File: src/hdl/ihbp_pkg.sv
// package of constants for the isa host bus port
package ihbp_pkg;
    localparam int          DATA_W         = 8;
    localparam int          ADDR_W         = 3;
    localparam int          NUM_DMA_CH     = 3;
    localparam int          NUM_IRQ        = 3;
    localparam logic [10:0] UPPER_BANK_OFS = 11'h400;
    localparam int          UPPER_BANK_BIT = 10;
    localparam int          CLK_PERIOD_NS  = 20;
    localparam int          IRQ_PULSE_NS   = 100;
    localparam int          IRQ_PULSE_CYC  = (IRQ_PULSE_NS + CLK_PERIOD_NS - 1) / CLK_PERIOD_NS;
    localparam int          WAIT_NS        = 60;
    localparam int          WAIT_CYC       = (WAIT_NS + CLK_PERIOD_NS - 1) / CLK_PERIOD_NS;
    localparam logic [1:0]  DMA_CH1        = 2'h0;
    localparam logic [1:0]  DMA_CH2        = 2'h1;
    localparam logic [1:0]  DMA_CH3        = 2'h2;
    localparam logic [1:0]  IRQ_SEL5       = 2'h0;
    localparam logic [1:0]  IRQ_SEL7       = 2'h1;
    localparam logic [1:0]  IRQ_SEL9       = 2'h2;
    localparam logic [7:0]  RESET_DATA     = 8'h00;
    typedef enum logic [1:0] {
        IHBP_DMA_IDLE = 2'b00,
        IHBP_DMA_REQ  = 2'b01,
        IHBP_DMA_ACK  = 2'b10,
        IHBP_DMA_DONE = 2'b11
    } ihbp_dma_state_t;
endpackage : ihbp_pkg

File: src/hdl/ihbp_sync.sv
// two flip-flop synchroniser for a bundle of pin levels
`timescale 1ns/1ns
`default_nettype none
module ihbp_sync #(
    parameter int           WIDTH = 1,
    parameter logic [WIDTH-1:0] INIT = '0
) (
    input  wire logic             ref_clk_in,
    input  wire logic             rst_in,
    input  wire logic [WIDTH-1:0] async_in,
    output var  logic [WIDTH-1:0] sync_out
);
    logic [WIDTH-1:0] stage1;
    always_ff @(posedge ref_clk_in or posedge rst_in) begin
        if (rst_in) begin
            stage1   <= INIT;
            sync_out <= INIT;
        end else begin
            stage1   <= async_in;
            sync_out <= stage1;
        end
    end
endmodule // ihbp_sync
`default_nettype wire

File: src/hdl/ihbp_top.sv
// isa host bus port: decode, strobes, wait, interrupts and dma handshake
// Function
// - address bit 10 set selects the upper bank, 0x400 above base
// - register transfers only while chip select is low
// - channel ready pulled low while extra cycles needed, else released
// - read strobe active low; data bus driven only during selected read or dma read cycle
// - interrupt drives selected line low; other lines stay released
// - dma request raises the chosen channel's request line high
// - a raised request stays high until its acknowledge goes low
// - request outputs exist for channels 3, 2 and 1, three-state
// - terminal count high pulse ends the dma operation and requests
// - upper bank events interrupt as low pulses; legacy interrupt is level
// - accesses with address bit 10 set are accepted
// - dma channel selectable 1, 2 or 3; interrupt line 5, 7 or 9
`timescale 1ns/1ns
`default_nettype none
module ihbp_top #(
    parameter int WAIT_CYCLES = ihbp_pkg::WAIT_CYC,
    parameter int PULSE_CYCLES = ihbp_pkg::IRQ_PULSE_CYC
) (
    input  wire logic                       ref_clk_in,
    input  wire logic                       rst_in,
    // isa pins
    input  wire logic                       addr_hi_in,
    input  wire logic [ihbp_pkg::ADDR_W-1:0] addr_in,
    input  wire logic [ihbp_pkg::DATA_W-1:0] data_in,
    output var  logic [ihbp_pkg::DATA_W-1:0] data_out,
    output logic                            data_oe_out,
    input  wire logic                       cs_n_in,
    input  wire logic                       ior_n_in,
    input  wire logic                       iow_n_in,
    input  wire logic                       aen_in,
    input  wire logic                       tc_in,
    output logic                            iochrdy_out,
    output logic                            iochrdy_oe_out,
    output logic [ihbp_pkg::NUM_IRQ-1:0]    irq_n_out,
    output logic [ihbp_pkg::NUM_IRQ-1:0]    irq_oe_out,
    output logic [ihbp_pkg::NUM_DMA_CH-1:0] drq_out,
    output logic [ihbp_pkg::NUM_DMA_CH-1:0] drq_oe_out,
    input  wire logic [ihbp_pkg::NUM_DMA_CH-1:0] dack_n_in,
    // configuration straps
    input  wire logic [1:0]                 dma_sel_in,
    input  wire logic [1:0]                 irq_sel_in,
    input  wire logic                       dma_enable_in,
    // internal register file side
    output var  logic                       reg_wr_out,
    output logic                            reg_rd_out,
    output var  logic                       reg_upper_out,
    output var  logic [ihbp_pkg::ADDR_W-1:0] reg_addr_out,
    output var  logic [ihbp_pkg::DATA_W-1:0] reg_wdata_out,
    input  wire logic [ihbp_pkg::DATA_W-1:0] reg_rdata_in,
    input  wire logic                       reg_busy_in,
    output var  logic                       dma_wr_out,
    output logic                            dma_rd_out,
    output var  logic                       dma_tc_out,
    input  wire logic                       dma_req_in,
    input  wire logic                       legacy_irq_in,
    input  wire logic                       ext_irq_event_in
);
    if (WAIT_CYCLES < 1 || WAIT_CYCLES > 255) begin : g_bad_wait
        $error("WAIT_CYCLES out of range");
    end
    if (PULSE_CYCLES < 1 || PULSE_CYCLES > 255) begin : g_bad_pulse
        $error("PULSE_CYCLES out of range");
    end

    ////////////////////////////////////////////////////////////////////////
    // pin synchronisers
    localparam int SW = 6 + ihbp_pkg::NUM_DMA_CH + ihbp_pkg::ADDR_W + ihbp_pkg::DATA_W;
    logic [SW-1:0] raw_pins;
    logic [SW-1:0] sync_pins;
    assign raw_pins = {cs_n_in, ior_n_in, iow_n_in, aen_in, tc_in, addr_hi_in,
                       dack_n_in, addr_in, data_in};

    ihbp_sync #(
        .WIDTH (SW),
        .INIT  ({4'hE, 2'h0, {ihbp_pkg::NUM_DMA_CH{1'b1}},
                 {(ihbp_pkg::ADDR_W + ihbp_pkg::DATA_W){1'b0}}})
    ) u_sync (
        .ref_clk_in (ref_clk_in),
        .rst_in     (rst_in),
        .async_in   (raw_pins),
        .sync_out   (sync_pins)
    );

    wire logic                           s_cs_n  = sync_pins[SW-1];
    wire logic                           s_ior_n = sync_pins[SW-2];
    wire logic                           s_iow_n = sync_pins[SW-3];
    wire logic                           s_aen   = sync_pins[SW-4];
    wire logic                           s_tc    = sync_pins[SW-5];
    wire logic                           s_ahi   = sync_pins[SW-6];
    wire logic [ihbp_pkg::NUM_DMA_CH-1:0] s_dack_n =
        sync_pins[ihbp_pkg::ADDR_W+ihbp_pkg::DATA_W +: ihbp_pkg::NUM_DMA_CH];
    wire logic [ihbp_pkg::ADDR_W-1:0]    s_addr  = sync_pins[ihbp_pkg::DATA_W +: ihbp_pkg::ADDR_W];
    wire logic [ihbp_pkg::DATA_W-1:0]    s_data  = sync_pins[ihbp_pkg::DATA_W-1:0];

    ////////////////////////////////////////////////////////////////////////
    // processor cycle decode
    logic iow_n_d;
    logic ior_n_d;
    logic [7:0] wait_cnt;
    wire logic cpu_sel   = ~s_cs_n & ~s_aen;
    wire logic rd_active = cpu_sel & ~s_ior_n;
    wire logic wr_rise   = cpu_sel & s_iow_n & ~iow_n_d;
    wire logic rd_start  = rd_active & ior_n_d;
    wire logic dack_any  = ~(&s_dack_n);
    wire logic dma_cycle = s_aen & dack_any;
    wire logic wr_start  = cpu_sel & ~s_iow_n & iow_n_d;

    assign reg_rd_out  = rd_start;
    assign dma_rd_out  = dma_cycle & ~s_ior_n & ior_n_d;
    assign data_oe_out = rd_active | (dma_cycle & ~s_ior_n);
    assign iochrdy_out    = 1'b0;
    assign iochrdy_oe_out = (wait_cnt != 8'h00) | ((rd_active | ~s_iow_n & cpu_sel) & reg_busy_in);

    always_ff @(posedge ref_clk_in or posedge rst_in) begin
        if (rst_in) begin
            iow_n_d       <= 1'b1;
            ior_n_d       <= 1'b1;
            reg_wr_out    <= 1'b0;
            dma_wr_out    <= 1'b0;
            reg_upper_out <= 1'b0;
            reg_addr_out  <= '0;
            reg_wdata_out <= ihbp_pkg::RESET_DATA;
            data_out      <= ihbp_pkg::RESET_DATA;
            wait_cnt      <= 8'h00;
        end else begin
            iow_n_d    <= s_iow_n;
            ior_n_d    <= s_ior_n;
            reg_wr_out <= wr_rise;
            dma_wr_out <= dma_cycle & s_iow_n & ~iow_n_d;
            if (wr_rise | rd_start) begin
                reg_upper_out <= s_ahi;
                reg_addr_out  <= s_addr;
            end
            if (~s_iow_n) begin
                reg_wdata_out <= s_data;
            end
            if (data_oe_out) begin
                data_out <= reg_rdata_in;
            end
            if (rd_start | wr_start) begin
                wait_cnt <= 8'(WAIT_CYCLES);
            end else if (wait_cnt != 8'h00) begin
                wait_cnt <= wait_cnt - 8'h01;
            end
        end
    end

    ////////////////////////////////////////////////////////////////////////
    // dma request handshake
    ihbp_pkg::ihbp_dma_state_t dma_state;
    ihbp_pkg::ihbp_dma_state_t next_dma_state;
    logic [1:0] dma_ch;
    wire logic ch_valid = (dma_ch == ihbp_pkg::DMA_CH1) | (dma_ch == ihbp_pkg::DMA_CH2)
                        | (dma_ch == ihbp_pkg::DMA_CH3);
    wire logic ch_ack   = ch_valid & ~s_dack_n[dma_ch];
    wire logic tc_hit   = s_tc & ch_ack & s_aen;

    always_comb begin
        next_dma_state = dma_state;
        unique case (dma_state)
            ihbp_pkg::IHBP_DMA_IDLE: begin
                if (dma_enable_in & dma_req_in & ch_valid) begin
                    next_dma_state = ihbp_pkg::IHBP_DMA_REQ;
                end
            end
            ihbp_pkg::IHBP_DMA_REQ: begin
                if (tc_hit) begin
                    next_dma_state = ihbp_pkg::IHBP_DMA_DONE;
                end else if (ch_ack) begin
                    next_dma_state = ihbp_pkg::IHBP_DMA_ACK;
                end
            end
            ihbp_pkg::IHBP_DMA_ACK: begin
                if (tc_hit) begin
                    next_dma_state = ihbp_pkg::IHBP_DMA_DONE;
                end else if (~ch_ack) begin
                    next_dma_state = ihbp_pkg::IHBP_DMA_IDLE;
                end
            end
            ihbp_pkg::IHBP_DMA_DONE: begin
                if (~dma_enable_in) begin
                    next_dma_state = ihbp_pkg::IHBP_DMA_IDLE;
                end
            end
        endcase
    end

    always_ff @(posedge ref_clk_in or posedge rst_in) begin
        if (rst_in) begin
            dma_state  <= ihbp_pkg::IHBP_DMA_IDLE;
            dma_ch     <= ihbp_pkg::DMA_CH3;
            dma_tc_out <= 1'b0;
        end else begin
            dma_state  <= next_dma_state;
            dma_tc_out <= tc_hit & ((dma_state == ihbp_pkg::IHBP_DMA_REQ) | (dma_state == ihbp_pkg::IHBP_DMA_ACK));
            if (dma_state == ihbp_pkg::IHBP_DMA_IDLE) begin
                dma_ch <= dma_sel_in;
            end
        end
    end

    genvar ch;
    generate
        for (ch = 0; ch < ihbp_pkg::NUM_DMA_CH; ch++) begin : g_drq
            assign drq_out[ch]    = (dma_state == ihbp_pkg::IHBP_DMA_REQ) & (dma_ch == 2'(ch));
            assign drq_oe_out[ch] = dma_enable_in & (dma_ch == 2'(ch));
        end
    endgenerate

    ////////////////////////////////////////////////////////////////////////
    // interrupt lines
    logic [7:0] pulse_cnt;
    logic [1:0] irq_line;
    wire logic irq_active = legacy_irq_in | (pulse_cnt != 8'h00);

    always_ff @(posedge ref_clk_in or posedge rst_in) begin
        if (rst_in) begin
            pulse_cnt <= 8'h00;
            irq_line  <= ihbp_pkg::IRQ_SEL7;
        end else begin
            if (~irq_active) begin
                irq_line <= irq_sel_in;
            end
            if (ext_irq_event_in) begin
                pulse_cnt <= 8'(PULSE_CYCLES);
            end else if (pulse_cnt != 8'h00) begin
                pulse_cnt <= pulse_cnt - 8'h01;
            end
        end
    end

    genvar ir;
    generate
        for (ir = 0; ir < ihbp_pkg::NUM_IRQ; ir++) begin : g_irq
            assign irq_n_out[ir]  = 1'b0;
            assign irq_oe_out[ir] = irq_active & (irq_line == 2'(ir));
        end
    endgenerate
endmodule // ihbp_top
`default_nettype wire

File: config.mk
export PLATFORM = sky130hd
export DESIGN_NAME = ihbp_top
export DESIGN_NICKNAME = d
export VERILOG_FILES = /design/src/hdl/ihbp_pkg.sv /design/src/hdl/ihbp_sync.sv /design/src/hdl/ihbp_top.sv
export SDC_FILE = /design/constraint.sdc
export NUM_CORES = 1
export LEC_CHECK = 0
export BUFFER_PORTS_ARGS = -buffer_cell sky130_fd_sc_hd__buf_2
export CAP_MARGIN = 20
export CORE_MARGIN = 2
export CORE_UTILIZATION = 40
export CTS_BUF_LIST = sky130_fd_sc_hd__clkbuf_4
export CTS_CLUSTER_SIZE = 10
export DETAILED_ROUTE_END_ITERATION = 7
export PLACE_DENSITY = 0.69
export SETUP_SLACK_MARGIN = 0.05
export SYNTH_ARGS = -nofsm -noshare
export SYNTH_HDL_FRONTEND = slang
export SYNTH_SLANG_ARGS = --single-unit
File: constraint.sdc
create_clock -name ref_clk_in -period 6.95 [get_ports ref_clk_in]
set_input_delay 1.7375 -clock ref_clk_in [delete_from_list [all_inputs] [get_ports ref_clk_in]]
set_output_delay 1.7375 -clock ref_clk_in [all_outputs]
set_load 0.1 [all_outputs]
==> results.yml, run 1 <==
status:
  outcome: "complete, no violations"
layout:
  layout-area-overhead-vs-synth_pct: 19.0
  finish.instance_area_sq_mm: 0.00396
  final_common_cell: "sky130_fd_sc_hd__buf_2"
  post_route_cells_drive_above_1_share_pct: 43.5
  antenna-diode-count: 0
  finish.net_count: 376
  mostFrequentLayoutCells: "74 x sky130_fd_sc_hd__buf_2, 71 x sky130_fd_sc_hd__dfrtp_1, 24 x sky130_fd_sc_hd__mux2_2"
  fin_cells: 438
global_route:
  grt_pass1_wl_microns: 8560
  grt-ovfl-total: 0
  number_of_antenna_violations_at_the_first_check_in_global_routing: 0
  largest_net_degree_at_the_start_of_global_routing: 88
  grt_usage_pct: 12.5
  grt_pass1_vias: 1942
critical_path:
  worstPathMaxFanout: 3
  data_arrival_at_the_endpoint_of_the_critical_path_ps: 2530
  timing.critical_path.from_type: "primary input"
  cp_data_required_time_ps: 5210
  worstRegToRegCells: 6
  critPathKind: "primary input to output pin"
  timing.critical_path.to: "drq_oe_out[1]"
  r2r_setup_slack_ps: 5170
  worstSetupStartpoint: "dma_enable_in"
  timing.rr.end: "irq_line[1]$_DFFE_PP0N_"
  critPathCaptureType: "output pin"
  rr_startpoint: "pulse_cnt[0]$_DFFE_PP0P_"
cts:
  cts.sink_count: 87
  post_cts.repair.setup_buffers: 0
  clock_tree.buffer_depth: 2
  tritoncts: "yes"
  cts.repair.resized: 0
  clk_transition_reported_paths_ps: 140
  holdBufCountCts: 0
  clkLatencyLatePin_ps: 420
  cts-root-buf: "sky130_fd_sc_hd__clkbuf_4"
  numCtsBuffers: 9
  cts_htree_levels: 3
sta:
  worst_clock_skew_ps: 13.3
  final_report_hold_violation_count: 0
  fin_crit_sh_pct: 61.4
  max_freq_mhz: 234
  grt_setup_unrepaired: "false"
  final.setup.tns_ps: 0
  tightestPinTransition_ps: 634
  slew_headroom_pct: 57.8
  timing.final.max_slew_violations: 0
  finalSetupViolCount: 0
  final_period_demand_of_the_worst_path_ps: 4270
placed_design:
  gp_congestion: 0.788
  io_buffer_count: 74
  dpl_cell_area_sq_mm: 0.00380
  place_hpwl_microns: 3630
  dp_cells: 421
floorplan:
  dieWidth_microns: 95.2
  std_cell_rows: 33
  boundaryPins: 79
  chipHeight_microns: 95.2
  core_area_sq_mm: 0.00813
  die_area_sq_mm: 0.00906
  initial_core_util_pct: 40.9
yosys:
  yosysTopAreaCell: "sky130_fd_sc_hd__dfrtp_1"
  postSynthAreaPerCell_sq_um: 13.5
  synth-async-reset-ratio_pct: 100
  netlist_instances: 246
  postSynthRegisterBits: 87
  synth_cell_type_count: 44
  synth_flop_cell: "sky130_fd_sc_hd__dfrtp_1"
  synth-edff-count: 0
  synth_area_sq_mm: 0.00333
  post_synth_main_area_contributors: "sky130_fd_sc_hd__dfrtp_1 53%, sky130_fd_sc_hd__dfstp_2 13%, sky130_fd_sc_hd__mux2_2 8.1%"
  synthDominantCellAreaShare_pct: 53.4
  yosysSeqAreaShare_pct: 66.0
  synth-warning-count: 0
flow_run:
  maxCapViolCount: 0
power_and_ir_drop:
  worst_ir_drop_vdd_v: 0.000299
  total_power_density_per_cell_area_mw_per_mm2: 390
  total_leakage_power_nw: 1.86
drt:
  post_drt_wl_per_cell_microns: 12.1
  drc_violations: 0
  initialDrtViolationCount: 59
  antenna_left: 0
  route.vias.total: 1995
  drt-vias-per-instance: 4.55
  drt-pass1-iter-count: 4
  drt_wl_total_microns: 5280
min_path:
  min_path_type: "flop to flop"
  hold-path-cell-count: 0
  hold_path.startpoint: "u_sync.stage1[19]$_DFF_PP1_"
## through the flow
stage          utilization, %  power, mW  setup slack (ps)  hold slack, ps
2_1_floorplan               -       1.19              1230             331
6_report                 48.7       1.54              2680             350
4_1_cts                  48.3       1.56              2670             348
5_1_grt                  48.7       1.63              2630             354
3_3_place_gp             46.7       1.28              2710             332
3_5_place_dp             46.7       1.29              2670             336
## cell usage after synthesis (all sizes together), types with 2 or more instances
library cell,number
mux2,25
dfrtp,71
or2b,2
inv,12
nor3,7
xnor2,2
or3,4
nand2b,6
dfstp,16
nand2,18
nor4,2
a21o,2
mux2i,2
xor2,6
nand3,3
nor2,23
nor3b,5
a21oi,10
ha,9
buf,6
clkbuf,2
## cells by family after synthesis
family                   synth area share [%]
adder cells (fa/ha/maj)                  3.38
other                                   0.113
flip-flops                               66.0
buffers and inverters                    2.78
XOR/XNOR                                 2.11
AND/OR/NAND/NOR                          11.6
multiplexers                             9.18
AO/OA/AOI/OAI                            4.81
## sequential cells by signal, indices dropped and copies added, names as in the netlist
signal	count
data_out	8
dma_ch	2
dma_state	2
dma_tc_out	1
dma_wr_out	1
ior_n_d	1
iow_n_d	1
irq_line	2
pulse_cnt	8
reg_addr_out	3
reg_upper_out	1
reg_wdata_out	8
reg_wr_out	1
u_sync.stage1	20
u_sync.sync_out	20
wait_cnt	8
## layer usage
| metal | part of all wire, % | wire (microns) | track usage, % | vias up |
|---|---|---|---|---|
| li1 | - | - | - | 977 |
| met1 | 45 | 2370 | 15.5 | 961 |
| met2 | 48 | 2540 | 19.4 | 50 |
| met3 | 5.9 | 312 | 4.74 | 7 |
| met4 | 1.2 | 65 | 5.43 | 0 |
| met5 | 0 | 0 | 0 | - |
## final cells by class
| class | instances | area [sq um] |
|---|---|---|
| Tap cell | 105 | 131 |
| Sequential cell | 87 | 2200 |
| Inverter | 12 | 46.3 |
| Fill cell | 724 | 4180 |
| Clock inverter | 7 | 61.3 |
| Multi-Input combinational cell | 142 | 1050 |
| Timing Repair Buffer | 76 | 405 |
| Clock buffer | 9 | 67.6 |
## how the worst min path moves through the flow
stage / to / slack (ps)
detailed placement: u_sync.sync_out[0]$_DFF_PP0_ / 340
global placement: u_sync.sync_out[5]$_DFF_PP0_ / 330
finish: u_sync.sync_out[19]$_DFF_PP1_ / 350
floorplan: u_sync.sync_out[0]$_DFF_PP0_ / 330
CTS: u_sync.sync_out[19]$_DFF_PP1_ / 350
global route: u_sync.sync_out[19]$_DFF_PP1_ / 350
## where the power goes
group | internal, mW | switching, mW | total, mW
logic | 0.163 | 0.459 | 0.621
registers | 0.591 | 0.0697 | 0.661
clock network | 0.0803 | 0.179 | 0.259
## worst max-delay path, cell delays in order
cell and delay [ps]:
sky130_fd_sc_hd__buf_2 100, sky130_fd_sc_hd__inv_1 60, sky130_fd_sc_hd__nor3b_1 180, sky130_fd_sc_hd__buf_2 450
No activity file was read; power rests on OpenSTA's default activity.
==> run 2, diff against run 1 <==
clock period = 4.5 ns   (was 6.95 ns; I/O delays follow)
==> run 2 against run 1 <==
  * Sequential share of layout area up 0.28 points
  * Clock-buffer cell count unchanged
  * Total power up 53%
  * Design area down 0.51%
  * Largest power group unchanged
  * Combinational power up 54%
  * Setup slack worse by 1400 ps
  * Non-clock buffer count unchanged
  * Flip-flop and latch count unchanged
==> results.yml, run 2 (synthesis results as in run 1) <==
drt:
  post_drt_wl_per_cell_microns: 12.0
  drt_wl_total_microns: 5250
  drt-vias-per-instance: 4.55
  route.vias.total: 1995
  drc_violations: 0
  antenna_left: 0
  initialDrtViolationCount: 73
  drt-pass1-iter-count: 4
cts:
  cts.repair.resized: 0
  cts_htree_levels: 3
  post_cts.repair.setup_buffers: 0
  clock_tree.buffer_depth: 2
  cts-root-buf: "sky130_fd_sc_hd__clkbuf_4"
  tritoncts: "yes"
  cts.sink_count: 87
  numCtsBuffers: 9
  clk_transition_reported_paths_ps: 140
  clkLatencyLatePin_ps: 410
  holdBufCountCts: 0
sta:
  final.setup.tns_ps: 0
  final_period_demand_of_the_worst_path_ps: 3260
  max_freq_mhz: 307
  tightestPinTransition_ps: 899
  timing.final.max_slew_violations: 0
  finalSetupViolCount: 0
  fin_crit_sh_pct: 72.5
  grt_setup_unrepaired: "false"
  worst_clock_skew_ps: 15.1
  final_report_hold_violation_count: 0
  slew_headroom_pct: 40.0
  worst_hold_slack_ps: 358
min_path:
  hold_path.startpoint: "u_sync.stage1[7]$_DFF_PP0_"
  min_path_type: "flop to flop"
  hold-path-cell-count: 0
  worst_hold_path.endpoint: "u_sync.sync_out[7]$_DFF_PP0_"
power_and_ir_drop:
  power_dissipated_by_switching_net_loads_mw: 1.08
  comb_power_share_pct: 40.5
  power_report.internal_total_mw: 1.28
  power.share.sequential_pct: 43.1
  power.clock.fraction_pct: 16.3
  worst_ir_drop_vdd_v: 0.000502
  netSwitchingFraction_pct: 45.7
  total_power_density_per_cell_area_mw_per_mm2: 600
  total_leakage_power_nw: 1.85
flow_run:
  maxCapViolCount: 0
critical_path:
  cp_data_required_time_ps: 3380
  critPathKind: "flop to output pin"
  timing.critical_path.slowest_cell_delay_ps: 450
  rr_startpoint: "pulse_cnt[0]$_DFFE_PP0P_"
  timing.critical_path.from_type: "flop"
  critical_path.cell_chain: "inv_1 -> ha_1 -> nor2b_1 -> nand3_2 -> nor2_4 -> nor3b_1 -> buf_2"
  worstPathMaxFanout: 7
  timing.rr.end: "irq_line[1]$_DFFE_PP0N_"
  critical_path.slowest_cell: "sky130_fd_sc_hd__buf_2"
  worstRegToRegCells: 6
  critPathCaptureType: "output pin"
  data_arrival_at_the_endpoint_of_the_critical_path_ps: 2140
  r2r_setup_slack_ps: 2750
floorplan:
  dieWidth_microns: 95.2
  boundaryPins: 79
  initial_core_util_pct: 40.9
  chipHeight_microns: 95.2
  die_area_sq_mm: 0.00906
  core_area_sq_mm: 0.00813
  std_cell_rows: 33
layout:
  seqCellArea_sq_mm: 0.00220
  fin_cells: 438
  n_fill_cell: 752
  multi_input_comb_area_sq_mm: 0.00105
  antenna-diode-count: 0
  post_route_cells_drive_above_1_share_pct: 43.5
  finish.net_count: 376
  layout-area-overhead-vs-synth_pct: 18.4
  top_regs: "u_sync.stage1 x20, u_sync.sync_out x20"
  final_common_cell: "sky130_fd_sc_hd__buf_2"
  mostFrequentLayoutCells: "74 x sky130_fd_sc_hd__buf_2, 71 x sky130_fd_sc_hd__dfrtp_1, 24 x sky130_fd_sc_hd__mux2_2"
  finish.instance_area_sq_mm: 0.00394
status:
  outcome: "complete, no violations"
global_route:
  grt_pass1_vias: 1912
  largest_net_degree_at_the_start_of_global_routing: 58
  grt_pass1_wl_microns: 8740
  grt_usage_pct: 12.7
  grt-ovfl-total: 0
  number_of_antenna_violations_at_the_first_check_in_global_routing: 0
placed_design:
  place_hpwl_microns: 3790
  dp_cells: 422
  dpl_cell_area_sq_mm: 0.00381
  gp_congestion: 0.774
  io_buffer_count: 74
[run 2: cell count changes in the layout (fill, tap and decap cells not counted), sizes merged]
| cell | change |
|---|---|
| inv | -2 |
| clkinv | +2 |
[run 2: worst max-delay path by stage]
stage / start / endpoint / slack, ps
after CTS: pulse_cnt[0]$_DFFE_PP0P_ / irq_oe_out[1] / 1200
after floorplan: legacy_irq_in / irq_oe_out[1] / 10
after global routing: pulse_cnt[0]$_DFFE_PP0P_ / irq_oe_out[2] / 1010
after detailed placement: dma_enable_in / drq_oe_out[0] / 1460
after global placement: legacy_irq_in / irq_oe_out[1] / 1500
final: pulse_cnt[0]$_DFFE_PP0P_ / irq_oe_out[1] / 1240
[run 2: per-layer routing]
metal | global-route usage (%) | share of wire (%) | vias to the layer above
met5 | 0 | 0 | -
met4 | 4.35 | 1.4 | 0
met3 | 5.45 | 6.1 | 6
met2 | 19.3 | 48 | 47
met1 | 16.4 | 45 | 963
li1 | - | - | 979
[run 2: final cells by class]
class / instances / share of cell area [%]
Clock inverter: 7 / 1.43
Inverter: 12 / 1.18
Sequential cell: 87 / 55.8
Multi-Input combinational cell: 142 / 26.8
Tap cell: 105 / 3.34
Clock buffer: 9 / 1.72
Timing Repair Buffer: 76 / 9.79
[run 2: per-stage QoR]
| stage | worst slack, ps | power (mW) | utilization [%] |
|---|---|---|---|
| after floorplan | 11.8 | 1.84 | - |
| after CTS | 1200 | 2.40 | 48.4 |
| after global placement | 1500 | 1.98 | 46.9 |
| final | 1240 | 2.36 | 48.4 |
| after global routing | 1010 | 2.51 | 48.4 |
| after detailed placement | 1460 | 2.00 | 46.9 |
[run 2: critical path, delay by kind of cell, from the launching register on]
kind,cells,cell delay [ps]
simple gates,4,560
buf+inv,2,550
fa+ha+maj,1,210
flops,1,420
[run 2: power groups by stage]
stage	registers [mW]	logic [mW]	clock network, mW
global route	1.04	1.03	0.444
detailed placement	1.03	0.964	0
finish	1.02	0.958	0.386
global placement	1.03	0.951	0
floorplan	1.21	0.630	0
CTS	1.02	0.967	0.410
